--- config.mk ---
export PLATFORM = sky130hd
export DESIGN_NAME = panel_adapter
export DESIGN_NICKNAME = d
export VERILOG_FILES = /design/src/design/panel_adapter_pkg.sv /design/src/design/panel_adapter.sv
export VERILOG_INCLUDE_DIRS = /design/src /design/src/design
export SDC_FILE = /design/constraint.sdc
export NUM_CORES = 1
export LEC_CHECK = 0
export BUFFER_PORTS_ARGS = -buffer_cell sky130_fd_sc_hd__buf_2
export CORE_AREA = 2 2 138 153
export DETAILED_ROUTE_END_ITERATION = 6
export DIE_AREA = 0 0 140 155
export HOLD_SLACK_MARGIN = 0.06
export SYNTH_ARGS = -nofsm -noshare
export SYNTH_HDL_FRONTEND = slang
export SYNTH_SLANG_ARGS = --single-unit
--- constraint.sdc ---
create_clock -name pclk -period 2.4 [get_ports pclk]
set_clock_uncertainty 0.05 [all_clocks]
set_input_delay 0.72 -clock pclk [delete_from_list [all_inputs] [get_ports pclk]]
set_output_delay 0.72 -clock pclk [all_outputs]
set_load 0.005 [all_outputs]
--- src/design/panel_adapter_defs.svh ---
`ifndef PANEL_ADAPTER_DEFS_SVH
`define PANEL_ADAPTER_DEFS_SVH

// ==========================================================
// Register offsets (byte addresses in the 4 KB window)
`define PA_OFF_SETUP    12'h000
`define PA_OFF_CTRL     12'h004
`define PA_OFF_TIM1     12'h008
`define PA_OFF_TIM2     12'h00C
`define PA_OFF_LIMIT    12'h010

// ==========================================================
// Writable bits and reset values
`define PA_SETUP_MASK   32'h0000_1FF1
`define PA_CTRL_MASK    32'h0000_031B
`define PA_TIM1_MASK    32'h0000_3FFF
`define PA_TIM2_MASK    32'h0000_FFFF
`define PA_SETUP_RST    32'h0000_0000
`define PA_CTRL_RST     32'h0000_0000
`define PA_TIM1_RST     32'h0000_1000
`define PA_TIM2_RST     32'h0000_0000
`define PA_RD_ZERO      32'h0000_0000

// ==========================================================
// Field positions
`define PA_CONV_BIT     0
`define PA_PPR_HI       12
`define PA_PPR_LO       4
`define PA_OVR_BIT      9
`define PA_FVAL_BIT     8
`define PA_SUP_BIT      4
`define PA_ON_BIT       3
`define PA_GATE_BIT     1
`define PA_ROW_BIT      0
`define PA_MD_HI        13
`define PA_MD_LO        12
`define PA_LEAD_HI      11
`define PA_LEAD_LO      8
`define PA_FALL_HI      7
`define PA_FALL_LO      4
`define PA_LPD_HI       3
`define PA_LPD_LO       0
`define PA_SPL_HI       15
`define PA_SPL_LO       9
`define PA_TRL_HI       8
`define PA_TRL_LO       0

// ==========================================================
// Input synchroniser lanes
`define PA_NSYNC        5
`define PA_S_PIX        0
`define PA_S_LP         1
`define PA_S_FRM        2
`define PA_S_PORCH      3
`define PA_S_PWR        4

`endif

--- src/design/panel_adapter_pkg.sv ---
`include "panel_adapter_defs.svh"

package panel_adapter_pkg;

  // ==========================================================
  // Types
  typedef logic [11:0] apb_addr_t;
  typedef enum logic {line_idle_s, line_run_s} line_state_t;

endpackage : panel_adapter_pkg

--- src/design/panel_adapter.sv ---
`include "panel_adapter_defs.svh"

// How it works
// - Setup bits 12:4 hold pixels per row minus one; it ends each line.
// - Setup bit 0: one selects conversion mode, zero selects bypass.
// - Override bit 9 forces mode output to bit 8, else automatic rise.
// - Mode delay 13:12 is row-reset rising edges minus one before rise.
// - Bypass: control bit 4 drives the panel supply output.
// - Bypass: control bit 3 drives the panel display-enable output.
// - Conversion: control bit 1 gates the gate-driver clock output.
// - Conversion: control bit 0 gates the row-reset output.
// - Bypass: gate and row enable bits read back as zero.
// - Delays count pixel-clock periods; mode delay counts row-reset edges.
// - Timing one 11:8: reversal leading edge delay, periods minus one.
// - Timing one 7:4: reversal falling edge delay, periods minus one.
// - Timing one 3:0: line pulse output delay, periods minus one.
// - Timing two 15:9: start pulse delay during vertical porches.
// - Timing two 8:0: delay from start pulse to gate and power-save trail.
// - Conversion reshapes line timing; power sequencing follows the core.
// - Reserved bits read as zero; software writes back reset values.
module panel_adapter #(
  parameter int CNT_W = 10                    // Line counter width
) (
  input  wire logic                         pclk,       // Bus clock
  input  wire logic                         presetn,    // Async reset
  input  wire logic                         psel,       // APB select
  input  wire logic                         penable,    // APB enable
  input  wire logic                         pwrite,     // APB write
  input  wire panel_adapter_pkg::apb_addr_t paddr,      // APB address
  input  wire logic [31:0]                  pwdata,     // APB write data
  output logic      [31:0]                  prdata,     // APB read data
  output logic                              pready,     // APB ready
  output logic                              pslverr,    // APB error
  input  wire logic                         pixel_clock, // Pixel clock
  input  wire logic                         core_line_pulse, // Core line
  input  wire logic                         core_frame_pulse, // Core frame
  input  wire logic                         core_porch, // Vertical porch
  input  wire logic                         core_power, // Core power seq
  output logic                              line_pulse, // Line pulse pin
  output logic                              start_pulse_out, // Start pulse
  output logic                              polarity_reversal_out, // REV
  output logic                              gate_clock_out, // Gate clock
  output logic                              power_save_out, // Power save
  output logic                              row_reset_out, // Row reset
  output logic                              panel_mode_out, // Mode output
  output logic                              panel_supply_out, // Supply en
  output logic                              panel_on_out // Display enable
);
  import panel_adapter_pkg::*;

  if (CNT_W < 10 || CNT_W > 16) begin : g_cnt_w_check
    $error("CNT_W must lie in 10..16");
  end

  // ==========================================================
  // Helpers
  function automatic logic hit(input logic [CNT_W-1:0] c,
                               input logic [8:0] f);
    hit = (c == {{(CNT_W-9){1'b0}}, f});
  endfunction : hit

  // ==========================================================
  // Register file
  logic [31:0] setup_r, ctrl_r, tim1_r, tim2_r;
  logic [31:0] rd_data_r;
  logic        rd_err_r;

  wire         setup_ph  = psel & ~penable;
  wire         wr_acc    = psel & penable & pwrite;
  wire         sel_setup = (paddr == `PA_OFF_SETUP);
  wire         sel_ctrl  = (paddr == `PA_OFF_CTRL);
  wire         sel_tim1  = (paddr == `PA_OFF_TIM1);
  wire         sel_tim2  = (paddr == `PA_OFF_TIM2);
  wire         unmapped  = (paddr >= `PA_OFF_LIMIT) |
                           (paddr[1:0] != 2'b00);
  wire         conv      = setup_r[`PA_CONV_BIT];
  wire [31:0]  ctrl_rd   = conv ? ctrl_r :
                           (ctrl_r & ~((32'h1 << `PA_GATE_BIT) |
                                       (32'h1 << `PA_ROW_BIT)));
  wire [31:0]  rd_mux;

  // Read selection; reserved bits are never stored
  assign rd_mux = sel_setup ? setup_r :
                  sel_ctrl  ? ctrl_rd :
                  sel_tim1  ? tim1_r :
                  sel_tim2  ? tim2_r : `PA_RD_ZERO;

  // Writes land at the access-phase edge
  always_ff @(posedge pclk or negedge presetn) begin
    if (!presetn) begin
      setup_r <= `PA_SETUP_RST;
      ctrl_r  <= `PA_CTRL_RST;
      tim1_r  <= `PA_TIM1_RST;
      tim2_r  <= `PA_TIM2_RST;
    end else if (wr_acc && !unmapped) begin
      if (sel_setup) begin
        setup_r <= pwdata & `PA_SETUP_MASK;
      end else if (sel_ctrl) begin
        ctrl_r <= pwdata & `PA_CTRL_MASK;
      end else if (sel_tim1) begin
        tim1_r <= pwdata & `PA_TIM1_MASK;
      end else if (sel_tim2) begin
        tim2_r <= pwdata & `PA_TIM2_MASK;
      end
    end
  end

  // Read data captured in the setup phase
  always_ff @(posedge pclk or negedge presetn) begin
    if (!presetn) begin
      rd_data_r <= `PA_RD_ZERO;
      rd_err_r  <= 1'b0;
    end else if (setup_ph) begin
      rd_data_r <= pwrite ? `PA_RD_ZERO : rd_mux;
      rd_err_r  <= unmapped;
    end
  end

  assign prdata  = rd_data_r;
  assign pready  = 1'b1;
  assign pslverr = psel & penable & rd_err_r;

  // ==========================================================
  // Field views
  wire [8:0] ppr_f   = setup_r[`PA_PPR_HI:`PA_PPR_LO];
  wire [1:0] md_f    = tim1_r[`PA_MD_HI:`PA_MD_LO];
  wire [8:0] lead_f  = {5'h00, tim1_r[`PA_LEAD_HI:`PA_LEAD_LO]};
  wire [8:0] fall_f  = {5'h00, tim1_r[`PA_FALL_HI:`PA_FALL_LO]};
  wire [8:0] lpd_f   = {5'h00, tim1_r[`PA_LPD_HI:`PA_LPD_LO]};
  wire [8:0] spl_f   = {2'b00, tim2_r[`PA_SPL_HI:`PA_SPL_LO]};
  wire [8:0] trl_f   = tim2_r[`PA_TRL_HI:`PA_TRL_LO];
  wire       ovr     = ctrl_r[`PA_OVR_BIT];
  wire       fval    = ctrl_r[`PA_FVAL_BIT];
  wire       gate_en = conv & ctrl_r[`PA_GATE_BIT];
  wire       row_en  = conv & ctrl_r[`PA_ROW_BIT];

  // ==========================================================
  // Input synchronisers: a change counts when stages 2 and 3 agree
  logic [`PA_NSYNC-1:0] s1_r, s2_r, s3_r, st_r, st_q_r;
  wire  [`PA_NSYNC-1:0] in_w = {core_power, core_porch,
                                core_frame_pulse, core_line_pulse,
                                pixel_clock};
  wire  [`PA_NSYNC-1:0] agree = ~(s2_r ^ s3_r);
  wire  [`PA_NSYNC-1:0] st_nxt = (agree & s3_r) | (~agree & st_r);

  always_ff @(posedge pclk or negedge presetn) begin
    if (!presetn) begin
      s1_r   <= '0;
      s2_r   <= '0;
      s3_r   <= '0;
      st_r   <= '0;
      st_q_r <= '0;
    end else begin
      s1_r   <= in_w;
      s2_r   <= s1_r;
      s3_r   <= s2_r;
      st_r   <= st_nxt;
      st_q_r <= st_r;
    end
  end

  wire pix_rise = st_r[`PA_S_PIX] & ~st_q_r[`PA_S_PIX];
  wire lp_st    = st_r[`PA_S_LP];
  wire lp_rise  = lp_st & ~st_q_r[`PA_S_LP];
  wire frm_st   = st_r[`PA_S_FRM];
  wire porch_st = st_r[`PA_S_PORCH];
  wire pwr_st   = st_r[`PA_S_PWR];

  // ==========================================================
  // Line engine: counts pixel periods from the line reference
  line_state_t        lstate_r;
  logic [CNT_W-1:0]   cnt_r;
  logic               trun_r;
  logic [8:0]         tcnt_r;

  wire tick    = pix_rise & (lstate_r == line_run_s);
  wire ev_lp   = tick & hit(cnt_r, lpd_f);
  wire ev_lead = tick & hit(cnt_r, lead_f);
  wire ev_fall = tick & hit(cnt_r, fall_f);
  wire ev_spl  = tick & hit(cnt_r, spl_f);
  wire ev_end  = tick & hit(cnt_r, ppr_f);
  wire ev_trl  = pix_rise & trun_r & (tcnt_r == trl_f);

  // Line state and counter
  always_ff @(posedge pclk or negedge presetn) begin
    if (!presetn) begin
      lstate_r <= line_idle_s;
      cnt_r    <= '0;
    end else begin
      case (lstate_r)
        line_idle_s: begin
          if (conv && lp_rise) begin
            lstate_r <= line_run_s;
            cnt_r    <= '0;
          end
        end
        line_run_s: begin
          if (!conv || ev_end) begin
            lstate_r <= line_idle_s;
          end else if (tick) begin
            cnt_r <= cnt_r + 1'b1;
          end
        end
        default: lstate_r <= line_idle_s;
      endcase
    end
  end

  // Trail counter started by the start-pulse moment
  always_ff @(posedge pclk or negedge presetn) begin
    if (!presetn) begin
      trun_r <= 1'b0;
      tcnt_r <= '0;
    end else if (!conv || ev_trl) begin
      trun_r <= 1'b0;
    end else if (ev_spl) begin
      trun_r <= 1'b1;
      tcnt_r <= '0;
    end else if (pix_rise && trun_r) begin
      tcnt_r <= tcnt_r + 1'b1;
    end
  end

  // ==========================================================
  // Panel timing outputs
  logic lp_r, sp_r, rev_r, gate_r, ps_r, row_r, row_q_r;

  always_ff @(posedge pclk or negedge presetn) begin
    if (!presetn) begin
      lp_r  <= 1'b0;
      sp_r  <= 1'b0;
      rev_r <= 1'b0;
    end else if (!conv) begin
      lp_r  <= lp_st;
      sp_r  <= frm_st;
      rev_r <= 1'b0;
    end else begin
      if (ev_lp || (tick && lp_r)) begin
        lp_r <= ev_lp;
      end
      if (ev_spl || (tick && sp_r)) begin
        sp_r <= ev_spl & porch_st;
      end
      if (ev_lead) begin
        rev_r <= 1'b1;
      end else if (ev_fall) begin
        rev_r <= 1'b0;
      end
    end
  end

  // Gate clock and power save: lead and trail edges
  always_ff @(posedge pclk or negedge presetn) begin
    if (!presetn) begin
      gate_r <= 1'b0;
      ps_r   <= 1'b0;
    end else if (!conv) begin
      gate_r <= 1'b0;
      ps_r   <= 1'b0;
    end else begin
      if (ev_trl) begin
        gate_r <= 1'b0;
        ps_r   <= 1'b0;
      end else if (ev_lead) begin
        gate_r <= gate_en;
        ps_r   <= 1'b1;
      end
      if (!gate_en) begin
        gate_r <= 1'b0;
      end
    end
  end

  // ==========================================================
  // Row reset, mode sequencing and power outputs
  logic [1:0] rr_cnt_r;
  logic       auto_mode_r, mode_r, sup_r, on_r;
  wire        row_rise = row_r & ~row_q_r;

  always_ff @(posedge pclk or negedge presetn) begin
    if (!presetn) begin
      row_r   <= 1'b0;
      row_q_r <= 1'b0;
    end else begin
      row_r   <= row_en & frm_st;
      row_q_r <= row_r;
    end
  end

  // Counts row-reset rising edges before the mode output rises
  always_ff @(posedge pclk or negedge presetn) begin
    if (!presetn) begin
      rr_cnt_r    <= 2'b00;
      auto_mode_r <= 1'b0;
    end else if (!conv) begin
      rr_cnt_r    <= 2'b00;
      auto_mode_r <= 1'b0;
    end else if (row_rise && !auto_mode_r) begin
      if (rr_cnt_r == md_f) begin
        auto_mode_r <= 1'b1;
      end else begin
        rr_cnt_r <= rr_cnt_r + 2'b01;
      end
    end
  end

  // Mode, supply and display-enable output registers
  always_ff @(posedge pclk or negedge presetn) begin
    if (!presetn) begin
      mode_r <= 1'b0;
      sup_r  <= 1'b0;
      on_r   <= 1'b0;
    end else begin
      mode_r <= ovr ? fval : auto_mode_r;
      sup_r  <= conv ? pwr_st : ctrl_r[`PA_SUP_BIT];
      on_r   <= conv ? pwr_st : ctrl_r[`PA_ON_BIT];
    end
  end

  assign line_pulse            = lp_r;
  assign start_pulse_out       = sp_r;
  assign polarity_reversal_out = rev_r;
  assign gate_clock_out        = gate_r;
  assign power_save_out        = ps_r;
  assign row_reset_out         = row_r;
  assign panel_mode_out        = mode_r;
  assign panel_supply_out      = sup_r;
  assign panel_on_out          = on_r;

  // ==========================================================
  // Assertions
  property p_override;
    @(posedge pclk) disable iff (!presetn)
      ovr |=> (panel_mode_out == $past(fval));
  endproperty
  a_override: assert property (p_override)
    else $error("mode output ignores override");
  property p_supply;
    @(posedge pclk) disable iff (!presetn)
      !conv |=> (panel_supply_out == $past(ctrl_r[`PA_SUP_BIT]));
  endproperty
  a_supply: assert property (p_supply)
    else $error("supply output does not follow control");
  property p_on;
    @(posedge pclk) disable iff (!presetn)
      !conv |=> (panel_on_out == $past(ctrl_r[`PA_ON_BIT]));
  endproperty
  a_on: assert property (p_on)
    else $error("display enable does not follow control");
  property p_gate_off;
    @(posedge pclk) disable iff (!presetn)
      !gate_en |=> !gate_clock_out;
  endproperty
  a_gate_off: assert property (p_gate_off)
    else $error("gate clock active while disabled");
  property p_row_off;
    @(posedge pclk) disable iff (!presetn)
      !row_en |=> !row_reset_out;
  endproperty
  a_row_off: assert property (p_row_off)
    else $error("row reset active while disabled");
  property p_rd_mask;
    @(posedge pclk) disable iff (!presetn)
      (setup_ph && !pwrite && sel_ctrl && !conv) |=> (prdata[1:0] == 2'b00);
  endproperty
  a_rd_mask: assert property (p_rd_mask)
    else $error("enable bits visible in bypass");
  property p_lp_delay;
    @(posedge pclk) disable iff (!presetn)
      (ev_lp && conv) |=> line_pulse;
  endproperty
  a_lp_delay: assert property (p_lp_delay)
    else $error("line pulse missing after delay");
  property p_bypass_lp;
    @(posedge pclk) disable iff (!presetn)
      !conv |=> (line_pulse == $past(lp_st));
  endproperty
  a_bypass_lp: assert property (p_bypass_lp)
    else $error("bypass line pulse not passed");
  property p_unmapped;
    @(posedge pclk) disable iff (!presetn)
      (setup_ph && unmapped) |=> (pslverr && prdata == `PA_RD_ZERO);
  endproperty
  a_unmapped: assert property (p_unmapped)
    else $error("unmapped access not refused");
  property p_mode_auto;
    @(posedge pclk) disable iff (!presetn)
      (!ovr && conv && !auto_mode_r) |=> !panel_mode_out;
  endproperty
  a_mode_auto: assert property (p_mode_auto)
    else $error("mode output rose early");

endmodule : panel_adapter

==> impl.org, run 1 <==
** Synth
- Count of mapped cells out of synthesis :: 472
- The average instance in the mapped netlist occupies 11.78 sq um.
- After synthesis the netlist holds a flip-flop and latch count of 119.
- In the post-synthesis netlist, the biggest area contributors are sky130_fd_sc_hd__dfrtp_1 53%, sky130_fd_sc_hd__mux2_2 10%, sky130_fd_sc_hd__xnor2_1 3.3%.
- Cell area after synthesis :: 5558 sq um
- During synthesis, Yosys emitted a total of 0 warnings.
- Of all cell types, the one taking the most synthesized area is sky130_fd_sc_hd__dfrtp_1.
- Number of synthesized flops with an enable pin :: 0
- In the synthesized netlist the dominant register cell turns out to be sky130_fd_sc_hd__dfrtp_1.
- Synthesis instantiated 55 different standard cells from the library.
- Share of synthesized area occupied by flip-flops and latches :: 53.60%
- For this run, asynchronously set or reset flops after synthesis account for 100.0%.
- Of the post-synthesis cell area, the dominant cell type holds 53.13%.

** Worst setup path
- STA classifies the critical path startpoint as an input port.
- The worst setup path is of the input port to flip-flop kind.
- Origin of the critical flop-to-flop path :: st_q_r[0]
- FF-to-FF setup slack :: 0.19 ns
- STA puts the critical path data required time at 2.65 ns.
- Crit end category :: flip-flop
- Maximum fanout along the worst path :: 11
- Origin of the worst setup path :: paddr[1]
- STA puts the critical path data arrival time at 2.58 ns.

** Cells and area
- P&R area growth vs syn :: 26.27%
- Layout Nets :: 619
- Final standard cell count with taps included and fillers excluded :: 832
- Ratio of cells with drive above 1 in the final layout :: 33.16%
- Total of fill cells in the finished design :: 2009
- Antenna diode instance count :: 0
- With fillers left out, the area of the finished cells amounts to 7018 sq um.

** Global route
- Summed over all layers, the global routing overflow is 0.
- Global-route wire length before repair :: 22120 um
- Global routing used 13.27% of the available tracks across all layers.
- The via count of the first global-routing pass came to 3891.
- Entering global routing, the biggest net connects 64 pins.
- Initial antenna violation count :: 0

** CTS
- Clock-pin slew was measured on the worst setup and hold paths at 0.06 ns.
- Clock tree root buffer cell :: sky130_fd_sc_hd__clkbuf_16
- The number of hold buffers added after CTS was 0.
- Clock tree synthesis found a total of 119 sinks.
- TritonCTS Buffers :: 17
- The clock tree synthesis step divided the H-tree into 4 levels.
- Counting along the longest clock path gives a buffer depth of 2.
- Skew-Pair Late Insertion Delay :: 0.42 ns
- TritonCTS built the clock tree.

** Power
- In this run switching power makes up 28.49% of total power.
- Flop pwr share :: 41.3%
- Internal portion of total power :: 3.910 mW
- Total power divided by cell area :: 779.1 nW/um^2
- Summed over all nets, the switching power comes to 1.558 mW.
- Maximum vdd ir drop :: 0.6141 mV
- Summed over all cells, the static leakage comes to 3.388 nW.
- Per report_power, the clock group accounts for 44.8% of the total.
- Part of the total power dissipated in combinational logic :: 13.9%

** Die
- Horizontal die dimension :: 140 um
- Vert. Die Dim :: 155 um
- After floorplanning, the core was divided into 55 placement rows.
- For this configuration, the core starts out at a cell density of 27.38%.
- The region available for standard cell placement spans 20300 sq um.
- The floorplan step defined a die boundary enclosing 21700 sq um.
- In this run the count of I/O pins placed on the die edge is 97.

** STA
- Number of failing setup endpoints in the final timing report :: 0
- After layout, the worst path uses 97.08% of the clock period.
- The number of max-slew violations in the final report is 0.
- Maximum clock rate :: 429.2 MHz
- Setup repair after global routing missed its margin :: false
- Crit path time final :: 2.330 ns
- Measured against its own limit, the worst slew margin works out to 64.63%.
- Worst hold slack across all endpoints :: 0.09649 ns
- For the pin with the worst max-slew slack, the measured transition is 0.5295 ns.
- Number of hold-slack violations in the final timing report :: 0

** Drt
- 1st-pass router iterations :: 7
- For this block, the routed nets add up to 13640 um of wire.
- Initial drt markers :: 211
- Dividing the detail-routed via count by the number of cells gives 4.584.
- Dividing the detail-routed wire length by the instance count gives 16.39 um.
- ANT nets after route :: 0
- Post-route DRC :: 6
- Vias post-DR :: 3814

** Outcome
- Violations in the final reports :: DRC
- Result of the run :: finished, violations left

** Min path
- In this run the worst hold path is classified as input port to async pin.

** Job
- Max-cap violations in this run came to 0.

** Place
- Port buffering added 63 buffers.
- Cell area reported after detailed placement :: 6429 sq um
- Gpl congestion :: 0.8063
- Post-detail-place hpwl :: 10000 um
- Cells after DPL :: 800
==> critical path, stage by stage <==
cell,delay (ns)
sky130_fd_sc_hd__buf_2,0.09
sky130_fd_sc_hd__or4_4,0.53
sky130_fd_sc_hd__or3_4,0.44
sky130_fd_sc_hd__nor4_4,0.27
sky130_fd_sc_hd__buf_12,0.19
sky130_fd_sc_hd__mux2_2,0.33
==> cells in the final DEF, fill, tap and decap left out, types with 4 or more instances in the layout <==
cell,n
sky130_fd_sc_hd__maj3_1,5
sky130_fd_sc_hd__or3_1,5
sky130_fd_sc_hd__buf_12,5
sky130_fd_sc_hd__buf_2,62
sky130_fd_sc_hd__nor2b_1,5
sky130_fd_sc_hd__clkbuf_16,17
sky130_fd_sc_hd__nor4_1,5
sky130_fd_sc_hd__conb_1,17
sky130_fd_sc_hd__and2_1,5
sky130_fd_sc_hd__or4_1,5
sky130_fd_sc_hd__nand2_1,33
sky130_fd_sc_hd__mux2_2,21
sky130_fd_sc_hd__a21oi_1,10
sky130_fd_sc_hd__o31ai_1,4
sky130_fd_sc_hd__clkinv_4,7
sky130_fd_sc_hd__nand3_1,8
sky130_fd_sc_hd__o21ai_0,19
sky130_fd_sc_hd__and3_1,5
sky130_fd_sc_hd__buf_4,27
sky130_fd_sc_hd__inv_1,6
sky130_fd_sc_hd__nor2_1,21
sky130_fd_sc_hd__mux2_4,29
sky130_fd_sc_hd__a22o_1,14
sky130_fd_sc_hd__nand3b_1,4
sky130_fd_sc_hd__xor2_1,20
sky130_fd_sc_hd__o21a_1,6
sky130_fd_sc_hd__dfrtp_1,118
sky130_fd_sc_hd__a22oi_1,8
sky130_fd_sc_hd__nand2b_1,6
sky130_fd_sc_hd__nand4_1,4
sky130_fd_sc_hd__xnor2_1,21
==> cell usage after synthesis, drive strengths merged, types with 7 or more instances <==
library cell,instances
dfrtp,118
o21ai,20
nand2,33
nor2,21
buf,24
nor4,9
mux2,50
a21oi,10
xor2,20
xnor2,21
a22oi,8
a22o,14
or4,7
nor3,7
clkbuf,13
nand3,8
==> flip-flops by register name, summed over array words and instances (netlist names), 2 cells and up, named ones only <==
| register | count |
|---|---|
| st_q_r | 2 |
| cnt_r | 10 |
| tim1_r | 14 |
| s3_r | 5 |
| tim2_r | 16 |
| setup_r | 10 |
| s1_r | 5 |
| tcnt_r | 9 |
| prdata | 16 |
| rr_cnt_r | 2 |
| s2_r | 5 |
| ctrl_r | 6 |
==> area by class of cell <==
| class | instances | area [sq um] | share of cell area (%) |
|---|---|---|---|
| inverters | 6 | 22.52 | 0.3209 |
| multi-input cells | 325 | 2510 | 35.76 |
| well taps | 256 | 320.3 | 4.564 |
| clock buffers | 17 | 425.4 | 6.062 |
| flip-flops and latches | 119 | 2979 | 42.45 |
| repair buffers | 94 | 613.1 | 8.736 |
| clock inverters | 15 | 147.6 | 2.104 |
==> metrics by stage <==
stage | TNS, ns | total power [mW] | setup WS (ns) | utilization, %
2_1_floorplan | -10.56 | 2.739 | -0.2819 | -
3_3_place_gp | -20.69 | 3.051 | -0.4560 | 31.67
3_5_place_dp | -21.08 | 3.063 | -0.4739 | 31.67
4_1_cts | 0 | 5.535 | 0.06741 | 34.51
5_1_grt | 0 | 5.735 | 0.02413 | 34.57
6_report | 0 | 5.467 | 0.07000 | 34.57
==> power by group through the flow <==
stage	registers (mW)	logic (mW)	clock network (mW)
after floorplan	2.24	0.500	0
after global placement	2.29	0.763	0
after detailed placement	2.29	0.770	0
after CTS	2.26	0.774	2.50
after global routing	2.28	0.863	2.59
final	2.26	0.758	2.45
==> kinds of logic after synthesis <==
group | synth area share, %
buf+inv | 4.615
compound gates | 9.793
xor+xnor | 6.461
flops | 53.60
fa+ha+maj | 1.351
mux | 10.49
other cells | 0.1351
simple gates | 13.55
==> worst paths after layout <==
check,endpoint,cells past startpoint
min reg2reg,s2_r[3],0
min in group pclk,s2_r[3],0
max reg2reg,tcnt_r[1],6
max in group asynchronous,prdata[9],2
max,setup_r[9],6
min,prdata[15],1
==> routing by layer <==
metal  track usage, %  wire [um]  up-vias
li1                 -          -     1845
met2            20.69       6367       70
met4            3.896        138        0
met1            18.19       6627     1887
met5                0          0        -
met3            3.601        505       12
==> what timing repair did <==
item | CTS | global route
endpoints found under the hold margin | 0 | 0
gates resized for setup | 1 | 2
setup endpoints to repair | 3 | 9
pin swaps | 0 | 0
setup buffers | 0 | 0
No activity file was read; power rests on OpenSTA's default activity.
==> run 2, diff against run 1 <==
--- a/config.mk
+++ b/config.mk
@@ -11,6 +11,7 @@
 export DETAILED_ROUTE_END_ITERATION = 6
 export DIE_AREA = 0 0 140 155
 export HOLD_SLACK_MARGIN = 0.06
+export PLACE_DENSITY = 0.52
 export SYNTH_ARGS = -nofsm -noshare
 export SYNTH_HDL_FRONTEND = slang
 export SYNTH_SLANG_ARGS = --single-unit
==> run 2 against run 1 <==
  * Cell count up 0.24%
  * Largest power group unchanged
  * Clock power is 8.6% higher
  * The flow still finishes with violations (DRC)
  * Worst setup slack got worse by 0.0080 ns
  * Non-clock buffer count is 2 higher
  * Final area is 0.70% higher
  * Critical endpoint is now setup_r[10]
  * Largest cell class unchanged
==> impl.org, run 2 (synthesized netlist as in run 1, its figures left out) <==
** Outcome
- The flow ran to the end, but the final reports show violations.
- Violations in the final reports :: DRC

** Cells and area
- Total of fill cells in the finished design :: 1999 (-0.50%)
- Commonest non-fill, non-tap cells in the layout :: 118 x sky130_fd_sc_hd__dfrtp_1, 62 x sky130_fd_sc_hd__buf_2, 33 x sky130_fd_sc_hd__nand2_1
- P&R area growth vs syn :: 27.15%
- Final standard cell count with taps included and fillers excluded :: 834 (+0.24%)
- The net count reported at finish is 621 (+0.32%).
- Leaving out fill and tap cells, the most frequent cell in the layout is sky130_fd_sc_hd__dfrtp_1.
- The share of the core filled with cells in the final layout came to 34.81% (+0.24 points).
- The fraction of final layout cells sized beyond drive strength 1 was 33.22% (+0.058 points).
- The antenna cell count was 0 (unchanged).

** STA
- Crit path time final :: 2.338 ns (+0.007967 ns)
- Number of failing setup endpoints in the final timing report :: 0 (unchanged)
- The worst setup margin is 0.06203 ns (-0.007966 ns).
- The final-layout worst hold slack was 0.2350 ns (+0.1385 ns).
- The number of max-slew violations in the final report is 0 (unchanged).
- Maximum clock rate :: 427.7 MHz (-0.34%)
- Slew at the pin with the worst max-slew slack :: 0.6022 ns (+0.07277 ns)
- Setup_tns :: 0 ns (unchanged)
- Max-Slew Margin vs Limit :: 59.48% (-5.1 points)
- The final worst-path cycle share is 97.42% (+0.33 points).
- Setup repair after global routing left no endpoint under its margin.
- The final number of hold-violating endpoints is 0 (unchanged).

** Die
- Vert. Die Dim :: 155 um (unchanged)
- Number of I/O pins :: 97 (unchanged)
- Horizontal die dimension :: 140 um (unchanged)
- The total number of placement rows was 55 (unchanged).
- The initial standard-cell utilization of the core is 27.38% (unchanged).
- Core region area :: 20300 sq um (unchanged)
- Full die area :: 21700 sq um (unchanged)

** Power
- The largest voltage drop on the vdd net was 0.5234 mV (-15%).
- The power spent charging and discharging nets is 1.577 mW (+1.2%).
- The combinational share of power is 13.6% (-0.3 points).
- Internal portion of total power :: 4.131 mW (+5.7%)
- The ratio of total power to cell area is 807.8 nW/um^2 (+3.7%).
- The clock share of power is 46.6% (+1.8 points).
- The static leakage was 3.415 nW (+0.81%).
- The fraction of power consumed by sequential logic was 39.7% (-1.6 points).
- The share of total power consumed by net switching is 27.63% (-0.86 points).

** Worst setup path
- The endpoint identified for the worst register-to-register timing path is tcnt_r[1].
- The most critical setup path has its endpoint at setup_r[10].
- The worst register-to-register path begins at st_q_r[0].
- The maximum fanout count along the critical path is 10 (-1).
- The slack of the worst reg-to-reg path came to 0.16 ns (-0.03 ns).
- The worst-case reg-to-reg path depth was 6 (unchanged).
- Origin of the worst setup path :: paddr[1]
- The worst setup path is captured at a flip-flop.
- STA classifies the critical path startpoint as an input port.
- The required time of the critical path came to 2.65 ns (about the same).
- The worst setup path is of the input port to flip-flop kind.
- Endpoint arrival time on the critical path :: 2.59 ns (about the same)

** CTS
- The clock-pin slew on the worst setup and hold paths is 0.06 ns (about the same).
- The number of buffers added to fix hold violations after cts was 0 (unchanged).
- Maximum root-to-sink buffer count :: 2 (unchanged)
- The clock buffer count from CTS is 17 (unchanged).
- H-tree depth reported by CTS :: 4 (unchanged)
- The TritonCTS sink count was 119 (unchanged).
- In this run the clock root is driven by a sky130_fd_sc_hd__clkbuf_16.
- TritonCTS built the clock tree.
- The clock latency on the worst-skew pair came to 0.42 ns (about the same).

** Drt
- Vias post-DR :: 3945 (+3.4%)
- Post-route DRC :: 4 (-2)
- The routed wire length came to 14300 um (+4.9%).
- The detailed-router iteration count before antenna repair was 7 (unchanged).
- ANT nets after route :: 0 (unchanged)
- The routed length per placed instance came to 17.15 um (+4.6%).
- The violation count after the first detailed-route iteration came to 240 (+14%).
- Routed via count divided by cell count :: 4.730 (+3.2%)

** Min path
- The path class of the tightest hold or removal check is input port to async pin.

** Global route
- The number of antenna violations at the first check in global routing was 0 (unchanged).
- The combined global-route utilization of all metal layers was 13.72% (+0.45 points).
- The residual overflow from global routing is 0 (unchanged).
- The via count of the first global-routing pass is 3990 (+2.5%).
- Global-route wire length before repair :: 22740 um (+2.8%)
- Pin count of the biggest net entering global routing :: 72 (+13%)

** Place
- I/O Buffers :: 63 (unchanged)
- The sum of net half-perimeters after detailed placement was 10490 um (+4.9%).
- Gpl congestion :: 0.8387 (+4.0%)
- Post-Place Setup Slack :: -0.4795 ns (-0.005605 ns)
- The cell count after placement is 802 (+0.25%).

** Job
- The number of maximum-capacitance violations was 0 (unchanged).
==> run 2: changes by cell type in the layout (fill, tap and decap cells not counted), sizes merged <==
cell	change
buf	+2
bufinv	+2
clkinv	-6
clkinvlp	+1
inv	+3
==> run 2: power groups by stage <==
stage	logic (mW)	registers (mW)	clock network [mW]
finish	0.778	2.27	2.66
global route	0.862	2.29	2.83
CTS	0.777	2.27	2.71
detailed placement	0.770	2.31	0
global placement	0.760	2.30	0
floorplan	0.500	2.24	0
==> run 2: final cells by class <==
cell class                      count  area [sq um]  share of cell area, %
Clock buffer                       17         425.4                  6.020
Inverter                            6         22.52                 0.3187
Tap cell                          256         320.3                  4.533
Timing Repair Buffer               96         615.6                  8.711
Sequential cell                   119          2979                  42.16
Multi-Input combinational cell    325          2511                  35.53
Clock inverter                     15         192.7                  2.727
==> run 2: critical path, cell delays in order <==
cell	delay [ns]
sky130_fd_sc_hd__buf_2	0.10
sky130_fd_sc_hd__or4_4	0.53
sky130_fd_sc_hd__or3_4	0.44
sky130_fd_sc_hd__nor4_4	0.28
sky130_fd_sc_hd__buf_12	0.19
sky130_fd_sc_hd__mux2_2	0.34
==> run 2: routing by layer <==
layer | part of all wire, % | GRT usage (%)
met4 | 2.1 | 4.714
met2 | 49 | 22.28
met5 | 0 | 0
met1 | 46 | 17.80
met3 | 3.7 | 3.663
==> run 2: through the flow <==
stage          power (mW)  cell area (sq um)
6_report            5.708               7067
2_1_floorplan       2.739               5727
3_5_place_dp        3.075               6431
5_1_grt             5.976               7067
4_1_cts             5.758               7054
3_3_place_gp        3.062               6431
==> run 2: how the worst min path moves through the flow <==
stage	start	to	slack (ns)	cells after the start
finish	presetn	prdata[15]	0.24	2
CTS	presetn	prdata[15]	0.24	2
global route	presetn	prdata[15]	0.24	2
floorplan	s1_r[0]	s2_r[0]	0.28	0
global placement	s1_r[3]	s2_r[3]	0.29	0
detailed placement	s1_r[2]	s2_r[2]	0.28	0
==> run 2: what timing repair did <==
item / 4_1_cts / 5_1_grt
gates cloned: 0 / 0
setup endpoints to repair: 16 / 4
gates resized for setup: 1 / 2
endpoints found under the hold margin: 0 / 0
buffers inserted: 0 / 0
==> run 3, diff against run 2 <==
--- a/config.mk
+++ b/config.mk
@@ -12,6 +12,7 @@
 export DIE_AREA = 0 0 140 155
 export HOLD_SLACK_MARGIN = 0.06
 export PLACE_DENSITY = 0.52
+export RECOVER_POWER = 100
 export SYNTH_ARGS = -nofsm -noshare
 export SYNTH_HDL_FRONTEND = slang
 export SYNTH_SLANG_ARGS = --single-unit
==> constraint.sdc (replaced) <==
create_clock -name pclk -period 2.4 [get_ports pclk]
set_clock_uncertainty 0.05 [all_clocks]
set_input_delay 0.12 -clock pclk [delete_from_list [all_inputs] [get_ports pclk]]
set_output_delay 0.12 -clock pclk [all_outputs]
set_load 0.005 [all_outputs]
==> run 3 against run 2 <==
  * The run still ends with DRC left
  * Clock-buffer cell count is 4 higher
  * Sequential power hardly changed
  * Non-clock buffer count is 14 higher
  * Final area is 2.3% lower
  * Largest power group unchanged
  * Register-to-register slack hardly changed
  * Die area stayed put
  * Critical path type is now flip-flop to flip-flop
  * First-iteration DRC count is 5.0% lower
  * Wire length is 1.5% lower
  * Global-route usage is 0.087 points lower
  * Utilization is 0.81 points lower
==> impl.org, run 3 (synthesized netlist as in run 1, its figures left out) <==
** CTS
- The clock latency on the worst-skew pair came to 0.42 ns (about the same).
- The post-cts repair resize count came to 0 (-1).
- Clock tree from TritonCTS :: built
- The maximum buffer depth of the clock tree is 2 (unchanged).
- The number of levels in the clock H-tree is 4 (unchanged).
- The clock buffer count from CTS was 17 (unchanged).
- Clock transition at the register clock pins on the worst setup and hold paths after CTS :: 0.06 ns (about the same)
- The TritonCTS sink count was 119 (unchanged).
- Clock tree root buffer cell :: sky130_fd_sc_hd__clkbuf_16

** Cells and area
- Commonest non-fill, non-tap cells in the layout :: 118 x sky130_fd_sc_hd__dfrtp_1, 51 x sky130_fd_sc_hd__buf_2, 50 x sky130_fd_sc_hd__mux2_2
- The fraction of final layout cells sized beyond drive strength 1 is 25.84% (-7.4 points).
- Relative to the synthesized area, the layout overhead comes to 24.18%.
- Final standard cell count with taps included and fillers excluded :: 848 (+1.7%)
- Layout Nets :: 635 (+2.3%)
- Total of fill cells in the finished design :: 2063 (+3.2%)
- Antenna diode instance count :: 0 (unchanged)
- Commonest non-fill, non-tap cell in the layout :: sky130_fd_sc_hd__dfrtp_1

** Die
- Initial core utilization :: 27.38% (unchanged)
- The area of the die was 21700 sq um (unchanged).
- The area of the core was 20300 sq um (unchanged).
- The number of placed I/O pins was 97 (unchanged).
- Horizontal die dimension :: 140 um (unchanged)
- Vert. Die Dim :: 155 um (unchanged)
- Num rows :: 55 (unchanged)

** Global route
- The largest net degree at the start of global routing came to 50 (-31%).
- Initial antenna violation count :: 0 (unchanged)
- Global-route wire length before repair :: 22540 um (-0.91%)
- Overall track demand over capacity in global routing :: 13.63% (-0.087 points)
- The residual overflow from global routing came to 0 (unchanged).
- The via count of the first global-routing pass is 4008 (+0.45%).

** Place
- I/O Buffers :: 63 (unchanged)
- The cell count after placement came to 794 (-1.0%).
- The sum of net half-perimeters after detailed placement came to 10330 um (-1.5%).
- The placer's final routability congestion estimate was 0.7868 (-6.2%).

** STA
- The pin slew with the least headroom to its limit is 1.263 ns (+0.6611 ns).
- The fmax came to 448.3 MHz (+4.8%).
- Crit path time final :: 2.231 ns (-0.1072 ns)
- The final count of negative-setup-slack endpoints came to 0 (unchanged).
- Setup repair after global routing missed its margin :: false
- Tcrit/Tclk final :: 92.95% (-4.5 points)
- The worst relative slew slack came to 15.78% (-44 points).
- The number of max-slew violations in the final report is 0 (unchanged).
- The final number of hold-violating endpoints was 0 (unchanged).
- Setup_tns :: 0 ns (unchanged)

** Power
- The ratio of total power to cell area was 790.5 nW/um^2 (-2.1%).
- The total power of the final layout came to 5.455 mW (-4.4%).
- The static leakage came to 3.302 nW (-3.3%).
- Maximum vdd ir drop :: 0.5754 mV (+9.9%)

** Worst setup path
- Cell family with the largest share of critical-path delay :: simple AND/OR/NAND/NOR gates
- Peak per-stage delay on the critical path :: 0.51 ns (-0.02 ns)
- The worst setup path is captured at a flip-flop.
- The number of buffers and inverters on the critical path came to 1 (-1).
- The worst register-to-register path begins at st_q_r[0].
- The critical path in this run is classified as flip-flop to flip-flop.
- Maximum fanout along the worst path :: 10 (unchanged)
- The arrival time at the worst endpoint is 2.48 ns (-0.11 ns).
- The signal on the critical path passes through nand3b_1, or4_1, nor4_2, buf_4, nor2b_1, a32o_1.
- Startpoint Class :: flip-flop
- The required time of the critical path was 2.65 ns (about the same).
- Origin of the worst setup path :: st_q_r[0]
- The slowest stage of the critical path is the sky130_fd_sc_hd__or4_1 cell.

** Drt
- The average vias per placed instance came to 4.688 (-0.90%).
- The residual DRC count came to 6 (+2).
- Detail-routed net length per standard cell :: 16.61 um (-3.2%)
- The routed wire length was 14080 um (-1.5%).
- The detailed-router iteration count before antenna repair was 7 (unchanged).
- Vias post-DR :: 3975 (+0.76%)
- The post-route antenna net violation count is 0 (unchanged).
- Initial drt markers :: 228 (-5.0%)

** Min path
- In this run the worst hold path is classified as input port to flip-flop.
- The worst hold path begins at paddr[3].

** Outcome
- Violations in the final reports :: DRC
- The run finished, with violations left.

** Job
- The number of maximum-capacitance violations was 0 (unchanged).
run 3: cell types whose count changed in the layout (fill, tap and decap cells not counted), sizes merged:
cell         before  now
clkinv            2    5
clkbuf           17   49
dlygate4sd3       0   22
inv              12    7
bufinv            3    1
buf              96   60
run 3: final timing paths:
kind                                end  slack, ns  cells after the start
max                           tcnt_r[1]       0.17                      6
min                           prdata[0]       0.11                      2
max reg2reg                   tcnt_r[1]       0.17                      6
min reg2reg                     s2_r[2]       0.30                      0
max in group asynchronous     tcnt_r[5]       0.57                      3
min in group asynchronous  panel_on_out       0.46                      2
run 3: cell type report:
| class | count | area (sq um) | share of cell area [%] |
|---|---|---|---|
| Sequential cell | 119 | 2979 | 43.17 |
| Multi-Input combinational cell | 325 | 2344 | 33.96 |
| Timing Repair Buffer | 110 | 668.1 | 9.681 |
| Clock buffer | 21 | 470.5 | 6.817 |
| Tap cell | 256 | 320.3 | 4.641 |
| Clock inverter | 11 | 97.59 | 1.414 |
| Inverter | 6 | 22.52 | 0.3263 |
run 3: per-layer routing:
layer	part of all wire (%)	GRT usage (%)
met5	0	0
met4	1.9	5.580
met3	4.6	3.509
met2	49	22.43
met1	44	17.16
run 3: timing repair:
| action | in CTS | in global routing |
|---|---|---|
| hold endpoints to repair | 95 | 0 |
| buffers inserted | 0 | 0 |
| hold buffers | 22 | 0 |
run 3: through the flow:
step / cell area [sq um] / setup slack [ns] / hold WS [ns] / util (%)
2_1_floorplan: 5614 / 0.2219 / -0.2256 / -
3_3_place_gp: 6250 / 0.1232 / 0.1338 / 30.79
3_5_place_dp: 6250 / 0.1197 / 0.1343 / 30.79
4_1_cts: 7038 / 0.1601 / 0.1079 / 34.67
5_1_grt: 6902 / 0.07886 / 0.1184 / 34.00
6_report: 6902 / 0.1693 / 0.1058 / 34.00
run 3: worst register-to-register path, cell delays in order, from the launching register on:
cell,delay [ns]
sky130_fd_sc_hd__dfrtp_1,0.39
sky130_fd_sc_hd__nand3b_1,0.24
sky130_fd_sc_hd__or4_1,0.51
sky130_fd_sc_hd__nor4_2,0.28
sky130_fd_sc_hd__buf_4,0.21
sky130_fd_sc_hd__nor2b_1,0.14
sky130_fd_sc_hd__a32o_1,0.30
run 3: report_power, final:
part	total [mW]	internal (mW)	switching, mW
clock	2.42	1.50	0.920
sequential	2.26	2.13	0.124
combinational	0.781	0.336	0.444
total	5.46	3.97	1.49
